`src/tiv_pkg.sv`:
```
// package: register map, field layouts and request carrier for the invalidate block
package tiv_pkg;
   localparam int ADDR_W = 8;
   localparam int DATA_W = 32;
   // register byte addresses
   localparam logic [7:0] OFF_INV_LO = 8'h00;
   localparam logic [7:0] OFF_INV_HI = 8'h04;
   localparam logic [7:0] OFF_CTRL = 8'h08;
   localparam logic [7:0] OFF_STATUS = 8'h0c;
   localparam logic [7:0] OFF_ID = 8'h10;
   // control register fields
   localparam int CTRL_WIDE_BIT = 0;
   localparam int CTRL_SECURE_BIT = 1;
   localparam int CTRL_HYPERVISOR_CONTEXT_FLAG_BIT = 2;
   localparam int CTRL_MONITOR_CONTEXT_FLAG_BIT = 3;
   localparam int CTRL_GRAN_LSB = 4;
   localparam int CTRL_VIRTUAL_MACHINE_TAG_LSB = 8;
   localparam int VIRTUAL_MACHINE_TAG_W = 16;
   localparam int BANK_W = 8;
   localparam int CTRL_BANK_LSB = 24;
   localparam logic [31:0] CTRL_RST = 32'h0000_0000;
   // wide layout fields
   localparam int WIDE_ADDR_MSB = 43;
   localparam int VA_LSB = 12;
   localparam int VA_TOP = 55;
   // narrow layout field
   localparam int NARROW_VA_MSB = 31;
   // granule encodings
   localparam logic [1:0] GRAN_4K = 2'h0;
   localparam logic [1:0] GRAN_16K = 2'h1;
   localparam logic [1:0] GRAN_64K = 2'h2;
   // status fields
   localparam int STAT_ISSUED_BIT = 0;
   localparam int STAT_DROP_BIT = 1;
   localparam int STAT_CNT_LSB = 16;
   localparam int CNT_W = 16;

   typedef struct packed {
      logic [63:0] va;
      logic [BANK_W-1:0] bank;
      logic [VIRTUAL_MACHINE_TAG_W-1:0] virtual_machine_tag;
      logic virtual_machine_tag_match;
      logic secure;
      logic any_address_space_tag;
      logic incl_global;
      logic last_level;
   } tiv_req_s;
endpackage

```
`src/tiv_reqmem.sv`:
```
// small memory holding the latched low word of either layout, registered read
module tiv_reqmem #(
   parameter int WIDTH = 32,
   parameter int DEPTH = 2
)
(
   // clock and reset
   input wire logic clk,
   input wire logic rstn,
   // write port
   input wire logic we,
   input wire logic [$clog2(DEPTH)-1:0] waddr,
   input wire logic [WIDTH-1:0] wdata,
   // read port
   input wire logic [$clog2(DEPTH)-1:0] raddr,
   output logic [WIDTH-1:0] rdata
);
   logic [WIDTH-1:0] mem_r [DEPTH];

   always_ff @(posedge clk)
   begin
      if (!rstn)
      begin
         for (int i = 0; i < DEPTH; i++)
            mem_r[i] <= '0;
      end
      else if (we)
      begin
         mem_r[waddr] <= wdata;
      end
   end

   always_ff @(posedge clk)
   begin
      if (!rstn)
         rdata <= '0;
      else
         rdata <= mem_r[raddr];
   end
endmodule

```
`src/tiv_top.sv`:
```
// write-only invalidate-by-address (any address space, last level) maintenance register
module tiv_top #(
   parameter bit STAGE_ONE = 1'b1,
   parameter logic [7:0] ID_TAG = 8'h5a // arbitrary value
)
(
   // clock and reset
   input wire logic clk,
   input wire logic rstn,
   // register port
   input wire logic [tiv_pkg::ADDR_W-1:0] reg_addr,
   input wire logic [tiv_pkg::DATA_W-1:0] reg_wdata,
   input wire logic reg_wr,
   input wire logic reg_rd,
   output logic [tiv_pkg::DATA_W-1:0] reg_rdata,
   // request to the translation cache
   output logic inv_valid,
   output tiv_pkg::tiv_req_s inv_req
);
   typedef enum logic [1:0] {ST_IDLE, ST_HAVE_LO, ST_ISSUE} tiv_state_e;

   tiv_state_e state_r;
   logic [31:0] ctrl_r;
   logic [31:0] hi_r;
   logic issued_r;
   logic drop_r;
   logic [tiv_pkg::CNT_W-1:0] cnt_r;
   logic [31:0] lo_q;
   logic lo_we;
   logic [63:0] raw_va;
   logic [63:0] va_nxt;
   logic wide;
   logic bad_bank;

   function automatic logic hit(input logic [tiv_pkg::ADDR_W-1:0] a,
                                input logic [7:0] off);
      hit = (a == off);
   endfunction

   assign wide = ctrl_r[tiv_pkg::CTRL_WIDE_BIT];
   assign bad_bank = ctrl_r[tiv_pkg::CTRL_HYPERVISOR_CONTEXT_FLAG_BIT] | ctrl_r[tiv_pkg::CTRL_MONITOR_CONTEXT_FLAG_BIT];
   assign lo_we = reg_wr && hit(reg_addr, tiv_pkg::OFF_INV_LO) && STAGE_ONE;

   // low word store; read data registered inside
   tiv_reqmem #(.WIDTH(32), .DEPTH(2)) u_mem (
      .clk(clk),
      .rstn(rstn),
      .we(lo_we),
      .waddr(1'b0),
      .wdata(reg_wdata),
      .raddr(1'b0),
      .rdata(lo_q)
   );

   // control register: layout, security, bank identity, granule, tag
   always_ff @(posedge clk)
   begin
      if (!rstn)
         ctrl_r <= tiv_pkg::CTRL_RST;
      else if (reg_wr && hit(reg_addr, tiv_pkg::OFF_CTRL))
         ctrl_r <= reg_wdata;
   end

   // upper word, only meaningful in wide layout; narrow ignores it
   always_ff @(posedge clk)
   begin
      if (!rstn)
         hi_r <= '0;
      else if (reg_wr && hit(reg_addr, tiv_pkg::OFF_INV_HI) && wide)
         hi_r <= reg_wdata;
   end

   // sequencing: a low-word write launches unless the state is ST_HAVE_LO; both layouts wait for the memory read
   always_ff @(posedge clk)
   begin
      if (!rstn)
         state_r <= ST_IDLE;
      else
      begin
         case (state_r)
            ST_IDLE:
               if (lo_we)
                  state_r <= ST_HAVE_LO;
            ST_HAVE_LO:
               state_r <= ST_ISSUE;
            ST_ISSUE:
               state_r <= lo_we ? ST_HAVE_LO : ST_IDLE;
            default:
               state_r <= ST_IDLE;
         endcase
      end
   end

   // the upper word is consumed by one launch; a lone low write then is zero-extended
   logic hi_used_r;
   always_ff @(posedge clk)
   begin
      if (!rstn)
         hi_used_r <= 1'b1;
      else if (reg_wr && hit(reg_addr, tiv_pkg::OFF_INV_HI) && wide)
         hi_used_r <= 1'b0;
      else if (state_r == ST_ISSUE)
         hi_used_r <= 1'b1;
   end

   // assemble the address from the selected layout
   always_comb
   begin
      raw_va = '0;
      if (wide)
      begin
         // upper word applies when written before the low word or in the cycle right after it
         raw_va[tiv_pkg::VA_TOP:tiv_pkg::VA_LSB] =
            {(hi_used_r ? 12'h000 : hi_r[11:0]), lo_q};
      end
      else
      begin
         raw_va[tiv_pkg::NARROW_VA_MSB:tiv_pkg::VA_LSB] =
            lo_q[tiv_pkg::NARROW_VA_MSB:tiv_pkg::VA_LSB];
      end
      va_nxt = raw_va;
      case (ctrl_r[tiv_pkg::CTRL_GRAN_LSB +: 2])
         tiv_pkg::GRAN_64K: va_nxt[15:12] = 4'h0;
         tiv_pkg::GRAN_16K: va_nxt[13:12] = 2'h0;
         default: va_nxt = raw_va;
      endcase
      if (wide)
         va_nxt[63:56] = {8{raw_va[tiv_pkg::VA_TOP]}};
   end

   // request output: one pulse per launch on a permitted bank, once the stored low word is readable
   always_ff @(posedge clk)
   begin
      if (!rstn)
      begin
         inv_valid <= 1'b0;
         inv_req <= '0;
      end
      else
      begin
         inv_valid <= (state_r == ST_ISSUE) && !bad_bank;
         if (state_r == ST_ISSUE)
         begin
            inv_req.va <= va_nxt;
            inv_req.bank <= ctrl_r[tiv_pkg::CTRL_BANK_LSB +: tiv_pkg::BANK_W];
            inv_req.virtual_machine_tag <= ctrl_r[tiv_pkg::CTRL_VIRTUAL_MACHINE_TAG_LSB +: tiv_pkg::VIRTUAL_MACHINE_TAG_W];
            // secure banks never compare the machine tag
            inv_req.virtual_machine_tag_match <= !ctrl_r[tiv_pkg::CTRL_SECURE_BIT];
            inv_req.secure <= ctrl_r[tiv_pkg::CTRL_SECURE_BIT];
            inv_req.any_address_space_tag <= 1'b1;
            inv_req.incl_global <= 1'b1;
            inv_req.last_level <= 1'b1;
         end
      end
   end

   // status: launches issued, last launch dropped on a forbidden bank
   always_ff @(posedge clk)
   begin
      if (!rstn)
      begin
         issued_r <= 1'b0;
         drop_r <= 1'b0;
         cnt_r <= '0;
      end
      else if (state_r == ST_ISSUE)
      begin
         issued_r <= !bad_bank;
         drop_r <= bad_bank;
         cnt_r <= cnt_r + (bad_bank ? '0 : tiv_pkg::CNT_W'(1));
      end
   end

   // read port: invalidate words read as zero
   always_ff @(posedge clk)
   begin
      if (!rstn)
         reg_rdata <= '0;
      else if (reg_rd)
      begin
         if (hit(reg_addr, tiv_pkg::OFF_CTRL))
            reg_rdata <= ctrl_r;
         else if (hit(reg_addr, tiv_pkg::OFF_STATUS))
            reg_rdata <= {cnt_r, 14'h0000, drop_r, issued_r};
         else if (hit(reg_addr, tiv_pkg::OFF_ID))
            reg_rdata <= {23'h000000, STAGE_ONE, ID_TAG};
         else
            reg_rdata <= '0;
      end
      else
         reg_rdata <= '0;
   end
endmodule

```
`config.mk`:
```
export PLATFORM = sky130hd
export DESIGN_NAME = tiv_top
export DESIGN_NICKNAME = d
export VERILOG_FILES = /design/src/tiv_pkg.sv /design/src/tiv_reqmem.sv /design/src/tiv_top.sv
export SDC_FILE = /design/constraint.sdc
export NUM_CORES = 1
export LEC_CHECK = 0
export ABC_AREA = 0
export BUFFER_PORTS_ARGS = -buffer_cell sky130_fd_sc_hd__buf_2
export CORE_UTILIZATION = 40
export DETAILED_ROUTE_END_ITERATION = 16
export PLACE_DENSITY = 0.71
export SETUP_SLACK_MARGIN = 0.05
export SLEW_MARGIN = 10
export SYNTH_ARGS = -nofsm -noshare
export SYNTH_HDL_FRONTEND = slang
export SYNTH_SLANG_ARGS = --single-unit
```
`constraint.sdc`:
```
create_clock -name clk -period 5 [get_ports clk]
set_clock_uncertainty 0.15 [all_clocks]
set_input_delay 1 -clock clk [delete_from_list [all_inputs] [get_ports clk]]
set_output_delay 1 -clock clk [all_outputs]
set_load 0.02 [all_outputs]
```
# --- After elaboration in Yosys (flattened, before gate mapping) ---
# Memories as Yosys holds them, arrays and structs flattened. A register that Yosys moved wholly into a read port is not among the register bits.
# Index checks and enable logic that the tools add are counted.
word_totals:
  output_inout_bits: 126
  wordCells: 61
  ram_bits: 64
  ff_bits: 177
  n_memories: 1
  inputBits: 44
classes:
  n_eq_ne: 9
  n_reduce_logical: 13
  muxes: 20
  add_sub_neg: 1
  bitwise: 2
memory_table:
  columns: ["memory", "depth", "width", "rd", "rd_ports_with_merged_regs", "write_ports", "line", "text"]
  rows:
  - ["u_mem.mem_r", 2, 32, 1, 1, 2, "tiv_reqmem.sv:18", "logic [WIDTH-1:0] mem_r [DEPTH];"]
ops:
  columns: ["cell", "count"]
  rows:
  - ["$mux 32", 3]
  - ["$mux 24", 1]
  - ["$mux 20", 1]
  - ["$add 16x1->16", 1]
  - ["$eq 8x4->1 const B", 2]
  - ["$mux 12", 1]
  - ["$mux 9", 1]
  - ["$eq 8x3->1 const B", 1]
  - ["$eq 8x5->1 const B", 1]
  - ["$logic_not 8->1", 1]
  - ["$mux 1", 8]
  - ["$mux 8", 1]
  - ["$mux 2", 3]
  - ["$pmux 2 s3", 1]
  - ["$logic_and 1x1->1", 5]
  - ["$eq 2x1->1 const B", 2]
  - ["$eq 2x2->1 const B", 2]
  - ["$logic_not 1->1", 3]
  - ["$logic_not 2->1", 1]
  - ["$ne 2x2->1 const B", 1]
  - ["$or 1x1->1", 2]
  - ["$reduce_and 2->1", 1]
  - ["$reduce_bool 2->1", 1]
  - ["$reduce_or 2->1", 1]

# --- Depth between registers and ports, before layout ---
# Gate-level depths: netlist (run 1).
logic_depth:
  word_depth: 6
  mapped_depth: 7
  ltp_nobuf: 7

# --- Cells and area by module ---
# A second synthesis (run 1) with hierarchy kept.
hier_totals:
  hier_cells: 981
  area_unflattened_um2: 10074.7
modules_own_cells:
  columns: ["module", "n_inst", "area_each_um2", "seq_area_each_um2", "cells_per_inst"]
  rows:
  - ["tiv_top", 1, 6433.7, 3383.2, 738]
  - ["tiv_reqmem", 1, 3641.0, 2562.5, 243]

# --- Least setup slack after synthesis (run 1) ---
# OpenSTA, ideal clock, no wires.
synth_path:
  kind: "input to register"
  startpoint: "in reg_addr[2] (netlist name)"
  endpoint: "mem u_mem.mem_r[0][0] (enable)"
  required_time_ps: 4384
  slack_ps: 648
  t_arrival_ps: 3737
  n_path_buf: 0
  setup_time_ps: 466
  stages: 3
  path_cell_list: "nor4_2 nand2_1 o21ai_0"
synth_lines:
  columns: ["element", "line", "text"]
  rows:
  - ["from (decl)", "tiv_top.sv:11", "input wire logic [tiv_pkg::ADDR_W-1:0] reg_addr,"]
  - ["to (decl)", "tiv_reqmem.sv:18", null]

# --- Worst setup path in the final report (run 1) ---
layout_path:
  startpoint: "in reg_addr[2] (netlist name)"
  endpoint: "reg ctrl_r[25]"
layout_between:
  elab_chain_cells: 2
layout_lines:
  columns: ["element", "line", "text"]
  rows:
  - ["$eq 8x4->1", "tiv_top.sv:37", "hit = (a == off);"]
  - ["$logic_and 1x1->1", "tiv_top.sv:60", "else if (reg_wr && hit(reg_addr, tiv_pkg::OFF_CTRL))"]
  - ["to (signal assigned)", "tiv_top.sv:59", "ctrl_r <= tiv_pkg::CTRL_RST;"]
  - ["to (signal assigned)", "tiv_top.sv:61", "ctrl_r <= reg_wdata;"]
  - ["to (decl)", "tiv_top.sv:23", "logic [31:0] ctrl_r;"]
# No other way between the ends.
# A chain may end at the register's enable or synchronous reset.

==> results of run 1 <==
[cell usage in the layout, fill, tap and decap left out, types with 26 or more instances in the layout]
cell type and n:
nand3_1 50, mux2i_1 52, dfxtp_1 201, nand2_1 148
edfxtp_1 32, buf_2 156, and2_1 72, o21ai_1 26
a21boi_0 43
[registers in the layout, summed over array words and instances, names as in the netlist, 2 cells and up]
| signal | count |
|---|---|
| cnt_r | 16 |
| ctrl_r | 32 |
| hi_r | 12 |
| inv_req | 71 |
| reg_rdata | 32 |
| state_r | 2 |
| u_mem.mem_r | 32 |
| u_mem.rdata | 32 |
[where the power goes]
part / leakage, nW / switching [mW] / internal, mW
sequential: 1.93 / 0.0116 / 1.92
combinational: 2.06 / 0.0747 / 0.0388
clock: 0.383 / 0.698 / 1.03
total: 4.38 / 0.784 / 2.99
[cell type report]
class | instances | area [um2] | share of cell area, %
clock inverter | 8 | 67.6 | 0.657
clock buffer | 36 | 707 | 6.87
timing repair buffer | 165 | 848 | 8.24
inverter | 5 | 18.8 | 0.182
sequential | 233 | 4980 | 48.4
multi-input combinational | 553 | 3320 | 32.3
tap | 275 | 344 | 3.34
[through the flow]
stage	setup WS (ps)	power (mW)
6_report	2330	3.77
5_1_grt	2220	3.91
4_1_cts	2370	3.81
3_5_place_dp	1850	2.09
3_3_place_gp	1950	2.09
2_1_floorplan	648	2.05
[per-layer routing]
metal | share of wire, % | up-vias
met5 | 0 | -
met3 | 5.2 | 27
li1 | - | 3107
met2 | 46 | 173
met1 | 47 | 2858
met4 | 1.7 | 0
[cell families (layout without fill, tap and decap cells)]
kind of cell               count (synthesis)  count (layout)  synth area share (%)
and+or+nand+nor                          358             358                  20.7
DFF                                      233             233                  57.4
AOI/OAI and AO/OA                        118             118                  9.34
buffers and inverters                     86             214                  5.01
muxes                                     55              55                  6.38
xor gates and xnor gates                   7               7                 0.706
adders and majority gates                  3               3                 0.432
other                                      1              12                0.0432
[synthesized netlist by cell type, drive strengths merged]
cell type	count
mux2	3
nor3	9
and4	1
xor2	5
nor2	25
or3	2
inv	5
nand2b	8
and2	72
dfxtp	201
nand4	4
nor2b	18
o211a	16
buf	48
conb	1
a21oi	8
mux2i	52
nand3b	1
or2	1
a21boi	43
nand2	148
and3	11
nand3	50
a22oi	12
nor4	6
nor3b	2
o21a	1
clkbuf	33
ha	3
xnor2	2
o21ai	38
edfxtp	32
[critical path, cell delays in order]
cell,delay [ps]
buf_2,330
nor4_2,460
nand4_2,420
buf_4,420
nand3_1,140
o21ai_1,80
[worst max path at each step]
stage                startpoint           endpoint  slack, ps  cells after the start
finish              reg_addr[2]         ctrl_r[25]       2330                      6
global route        reg_addr[2]         ctrl_r[28]       2220                      6
CTS                 reg_addr[2]         ctrl_r[10]       2370                      6
detailed placement  reg_addr[2]          ctrl_r[9]       1850                      6
global placement    reg_addr[2]         ctrl_r[28]       1950                      6
floorplan           reg_addr[2]  u_mem.mem_r[0][0]        650                      3
==> summary.txt, run 1 <==
Setup path
  • R2r worst-path depth: 4
  • Critical path class: in -> reg
  • CP required: 5230 ps
  • Arr. time, crit path: 2900 ps
  • Crit start category: input pin
  • R2R Path Start: state_r[1]
  • CP Capture Type: flop
  • Flop2flop setup slack: about 2900 ps
  • Peak fanout along the critical path: between 40 and 50
  • FF-to-FF End: inv_req[66]

Timing
  • Final Max Tran Viols: 0
  • Setup TNS: 0 ps
  • Slew at the pin closest to its max-slew limit: 1060 ps
  • Fin crit share: 53.4%
  • Final setup fails: 0
  • Worst slew margin: ~28%
  • Final Hold Fails: 0
  • Min Tclk post-route: ~2700 ps
  • Peak Freq: approximately 370 MHz
  • Hold_ws: approximately 300 ps
  • Unrepaired setup endpoints after global routing: false

Global routing
  • Met1 Use GR: 23.9%
  • Largest net degree at the start of global routing: approximately 110
  • Initial antenna violation count: 0
  • First-pass GRT wire length: a little over 30000 um
  • Met2 GRT Util: 28.2%
  • Total GRT Usage: approximately 17%
  • Vias in the first global route: around 5800
  • Met3 Use GR: ~3.4%
  • Grt peak-use layer: met2
  • GRT Residual Overflow: 0

Routing
  • Wire length per cell: around 15 um
  • Routed Antenna Nets: 0
  • Vias/cell: 4.84
  • DR vias: 6165
  • TritonRoute pass-1 iters: 4
  • DR DRC count: 0
  • Total wire length: approximately 20000 um
  • Iter 0 DRT Violations: around 290

Clock tree
  • Post-CTS Resized: 0
  • CTS tree: yes
  • CTS clk-pin slew, worst paths: approximately 60 ps
  • Setup bufs post-CTS: 0
  • Hold-fix buffers, CTS: 0
  • Bufs on Longest Clock Path: 3
  • CTS Sinks: ~230
  • Root Buffer: clkbuf_16
  • CTS Buf Count: 24
  • H-tree Lvls: 1
  • Skew-Pair Late Insertion Delay: around 500 ps

Final layout
  • Ant. Diodes: 0
  • Core Util, Final: about 49%
  • Fin area: ~0.01 mm2
  • Filler Cell Count: 1961
  • Synthesis-to-finish area growth: 18.5%
  • Nets@finish: just over 1000
  • Share of layout cells above drive strength 1: 21.7%
  • Non-Filler Instances: approximately 1300

Placed design
  • Port Buf Inserts: roughly 160
  • Post-DP Area: between 0.009 and 0.01 mm2
  • Gpl congestion: around 0.80
  • Placed insts: between 1000 and 1500
  • HPWL after DPL: approximately 13000 um

Floorplanning
  • Chip height: 149 um
  • I/O Pins: between 150 and 200
  • Initial core utilization: 41.1%
  • Rows: 53
  • Die footprint: ~0.022 mm2
  • Core box area: around 0.021 mm2
  • Die Wd: around 150 um

Yosys
  • Synth cell types: 42
  • Post-Syn Area: roughly 0.0087 mm2
  • Dominant cells by area after synthesis: dfxtp_1 (46%), edfxtp_1 (11%), nand2_1 (6.4%), mux2i_1 (6.0%), and2_1 (5.2%)
  • Synthesized flop and latch total: 233
  • Post-synthesis cell count: around 860
  • Yosys top cell by area: dfxtp_1
  • Sequential cell area fraction in the yosys report: 57.4%
  • Avg Inst Size Synth: a little over 10 um2
  • Yosys top cell area share: a little under half
  • Syn. warnings: 0

Pwr
  • Maximum vdd drop: about 0.26 mV
  • P per Cell Area: between 300 and 400 mW/mm2
  • LEAKAGE: roughly 4.4 nW

Hold path
  • Hold endpoint: u_mem.rdata[15]
  • Worst hold path depth: 1
  • Worst hold start: u_mem.mem_r[0][15]
  • HP Class: reg -> reg

Run
  • Max-cap violation count: 0

Outcome
  • Status: complete, no violations
No activity file was read; power rests on OpenSTA's default activity.
==> run 2: changes to the inputs <==
--- a/config.mk
+++ b/config.mk
@@ -5,7 +5,7 @@
 export SDC_FILE = /design/constraint.sdc
 export NUM_CORES = 1
 export LEC_CHECK = 0
-export ABC_AREA = 0
+export ABC_AREA = 1
 export BUFFER_PORTS_ARGS = -buffer_cell sky130_fd_sc_hd__buf_2
 export CORE_UTILIZATION = 40
 export DETAILED_ROUTE_END_ITERATION = 16
==> constraint.sdc (replaced) <==
create_clock -name clk -period 2.49 [get_ports clk]
set_clock_uncertainty 0.15 [all_clocks]
set_input_delay 0.498 -clock clk [delete_from_list [all_inputs] [get_ports clk]]
set_output_delay 0.498 -clock clk [all_outputs]
set_load 0.02 [all_outputs]
==> summary.txt, run 2 <==
Clock tree
  • CTS Buf Count: 25 (was 24)
  • H-tree Lvls: 1 (unchanged)
  • Skew-Pair Late Insertion Delay: 520 ps (was 500 ps)
  • Setup bufs post-CTS: 0 (unchanged)
  • CTS clk-pin slew, worst paths: 60 ps (about the same)
  • Post-CTS Resized: 0 (unchanged)
  • Root Buffer: clkbuf_16 (unchanged)
  • Bufs on Longest Clock Path: 3 (unchanged)
  • CTS tree: yes (unchanged)
  • CTS Sinks: 233 (unchanged)
  • Hold-fix buffers, CTS: 0 (unchanged)

Placed design
  • Setup WS pre-CTS: 402 ps (was 1850 ps)
  • Gpl congestion: 0.858 (was 0.802)
  • HPWL after DPL: 15700 um (was 13300 um)
  • Post-DP Area: 0.00977 mm2 (was 0.00952 mm2)
  • Placed insts: 1475 (was 1231)
  • Port Buf Inserts: 157 (unchanged)

Timing
  • Final setup fails: 0 (unchanged)
  • Unrepaired setup endpoints after global routing: false (unchanged)
  • Worst slew margin: 49.9% (was 28.5%)
  • Final setup margin: 543 ps (was 2330 ps)
  • Min Tclk post-route: 1950 ps
  • Peak Freq: a little over 500 MHz
  • Setup TNS: 0 ps (unchanged)
  • Hold_ws: 153 ps (was 295 ps)
  • Final Hold Fails: 0 (unchanged)
  • Slew at the pin closest to its max-slew limit: 749 ps (was 1060 ps)
  • Final Max Tran Viols: 0 (unchanged)
  • Fin crit share: around four fifths

Pwr
  • Power share of the combinational group: 3.3% (was 3.0%)
  • Int Pwr: 6.02 mW (was 2.99 mW)
  • LEAKAGE: 4.73 nW (was 4.38 nW)
  • Total power: 7.71 mW (was 3.77 mW)
  • Sw Ratio: 21.9% (was 20.8%)
  • Clock power frac: 46.2% (was 45.7%)
  • P per Cell Area: 730 mW/mm2 (was 367 mW/mm2)
  • Sequential Power Share: 50.5% (was 51.3%)
  • NetSw: 1.68 mW (was 0.784 mW)
  • Maximum vdd drop: 0.447 mV (was 0.259 mV)

Global routing
  • Total GRT Usage: 19.4% (was 17.5%)
  • GRT Residual Overflow: 0 (unchanged)
  • Initial antenna violation count: 0 (unchanged)
  • Vias in the first global route: 6699 (was 5802)
  • First-pass GRT wire length: 34600 um (was 30800 um)
  • Largest net degree at the start of global routing: 67 (was 108)

Floorplanning
  • Core box area: 0.0218 mm2 (was 0.0212 mm2)
  • Initial core utilization: 40.8% (was 41.1%)
  • I/O Pins: 170 (unchanged)
  • Die footprint: 0.0228 mm2 (was 0.0223 mm2)
  • Die Wd: 151 um (was 149 um)
  • Chip height: 151 um (was 149 um)
  • Rows: 54 (was 53)

Final layout
  • Core Util, Final: 48.5% (was 48.6%)
  • Synthesis-to-finish area growth: 19.0% (was 18.5%)
  • Largest Register: inv_req (unchanged)
  • Non-Filler Instances: 1520 (was 1275)
  • Share of layout cells above drive strength 1: 18.6% (was 21.7%)
  • Ant. Diodes: 0 (unchanged)
  • Fin area: 0.0106 mm2 (was 0.0103 mm2)
  • Commonest non-fill, non-tap cell in the layout: dfxtp_1 (unchanged)
  • Nets@finish: 1269 (was 1029)
  • Commonest non-fill, non-tap cells in the layout: dfxtp_1 (201), nand2_1 (190), buf_2 (156) (was dfxtp_1 (201), buf_2 (156), nand2_1 (148))
  • Largest register FFs: 71 (unchanged)

Yosys
  • Synth cell types: 32 (was 42)
  • Sequential cell area fraction in the yosys report: 56.2% (was 57.4%)
  • Synthesized flop and latch total: 233 (unchanged)
  • Post-synthesis cell count: 1096 (was 861)
  • Top FF cell, synth: dfxtp_1 (unchanged)
  • Dominant cells by area after synthesis: dfxtp_1 (45%), edfxtp_1 (11%), nand2_1 (8.0%), a21oi_1 (7.3%), nor2_1 (6.2%) (was dfxtp_1 (46%), edfxtp_1 (11%), nand2_1 (6.4%), mux2i_1 (6.0%), and2_1 (5.2%))
  • Commonest cells in the netlist: dfxtp_1 (201), nand2_1 (190), nor2_1 (147) (was dfxtp_1 (201), nand2_1 (148), and2_1 (72))
  • Syn. warnings: 0 (unchanged)
  • Yosys top cell area share: 45.3% (was 46.3%)
  • Most common cell in the netlist: dfxtp_1 (unchanged)
  • Post-synth EDFFs: 32 (unchanged)
  • Asr flop ratio synth: 0% (unchanged)
  • Avg Inst Size Synth: 8.10 um2 (was 10.1 um2)
  • Yosys top cell by area: dfxtp_1 (unchanged)
  • Post-Syn Area: 0.00887 mm2 (was 0.00868 mm2)

Routing
  • Routed Antenna Nets: 0 (unchanged)
  • Vias/cell: 4.83 (was 4.84)
  • Wire length per cell: 14.6 um (was 15.4 um)
  • TritonRoute pass-1 iters: 5 (was 4)
  • DR vias: 7342 (was 6165)
  • Total wire length: 22200 um (was 19600 um)
  • DR DRC count: 0 (unchanged)
  • Iter 0 DRT Violations: 486 (was 288)

Setup path
  • Crit path from: ctrl_r[2] (was reg_addr[2])
  • Critical path depth in cells: 8 (was 6)
  • Max stage delay cell, worst path: dfxtp_1 (was nor4_2)
  • Peak fanout along the critical path: 5 (was 46)
  • Crit start category: flop (was input pin)
  • CP required: 2750 ps (was 5230 ps)
  • Crit path buffers/inverters: 0 (was 2)
  • End of the critical path: cnt_r[6] (was ctrl_r[25])
  • R2r worst-path depth: 8 (was 4)
  • FF-to-FF End: cnt_r[6] (was inv_req[66])
  • Ordered list of cells on the worst path: nor2_1, ha_1, ha_1, nand3_1, nor2_1, nand2_1, o21ai_0, a21oi_1 (was buf_2, nor4_2, nand4_2, buf_4, nand3_1, o21ai_1)
  • Top cell family by delay on the critical path: simple AND/OR/NAND/NOR gates (unchanged)
  • Critical path class: reg -> reg (was in -> reg)
  • Arr. time, crit path: 2200 ps (was 2900 ps)
  • Slowest cell delay on critical path: 320 ps (was 460 ps)
  • Flop2flop setup slack: 540 ps (was 2940 ps)
  • CP Capture Type: flop (unchanged)
  • R2R Path Start: ctrl_r[2] (was state_r[1])

Outcome
  • Status: complete, no violations (unchanged)

Run
  • Max-cap violation count: 0 (unchanged)

Hold path
  • HP Class: in -> reg (was reg -> reg)
[run 2: cell count changes after synthesis, moves of 11 or more]
cell	delta
nand2_1	+42
nor2_1	+122
o211a_1	-16
nand3_1	+36
inv_1	+117
mux2i_1	-52
nor2b_1	-18
o21ai_1	-16
a21oi_1	+122
a22oi_1	-12
a21boi_0	-43
o21ai_0	+45
and2_1	-72
buf_2	+11
[run 2: worst reg2reg max path, delay by kind of cell, from the launching register on]
| family | cells | cell delay (ps) |
|---|---|---|
| compound gates | 2 | 230 |
| fa+ha+maj | 2 | 360 |
| flops | 1 | 320 |
| simple gates | 4 | 780 |
[run 2: final cells by class]
type	instances	area (um2)
Clock buffer	38	716
Clock inverter	7	71.3
Fill cell	2092	11200
Inverter	127	477
Multi-Input combinational cell	661	3000
Sequential cell	233	4980
Tap cell	280	350
Timing Repair Buffer	174	966
[run 2: worst min path at each step]
stage | to | slack (ps) | from | cells after the start
2_1_floorplan | u_mem.rdata[0] | 260 | u_mem.mem_r[0][0] | 2
3_3_place_gp | u_mem.rdata[11] | 270 | u_mem.mem_r[0][11] | 2
3_5_place_dp | u_mem.rdata[7] | 270 | u_mem.mem_r[0][7] | 2
4_1_cts | hi_r[9] | 140 | rstn | 3
5_1_grt | hi_r[11] | 170 | rstn | 3
6_report | hi_r[9] | 150 | rstn | 3
[run 2: cell families (layout without fill, tap and decap cells)]
kind of cell | after synthesis | in the layout | share of synthesized area, %
other cells | 1 | 12 | 0.0423
fa+ha+maj | 3 | 3 | 0.423
simple gates | 446 | 446 | 21.3
xor+xnor | 1 | 1 | 0.0987
buf+inv | 213 | 346 | 10.7
compound gates | 199 | 199 | 11.3
flops | 233 | 233 | 56.2
[run 2: per-layer routing]
metal | GRT usage, % | wire (um)
met1 | 27.9 | 10400
met3 | 3.19 | 1530
met2 | 29.9 | 9860
met5 | 0 | 0
met4 | 5.25 | 418
[run 2: power by group through the flow]
stage               registers [mW]  logic (mW)  clock network, mW
finish                        3.89       0.257               3.56
global route                  3.89       0.287               3.78
CTS                           3.89       0.257               3.62
detailed placement            3.97       0.256                  0
global placement              3.97       0.255                  0
floorplan                     3.96       0.171                  0
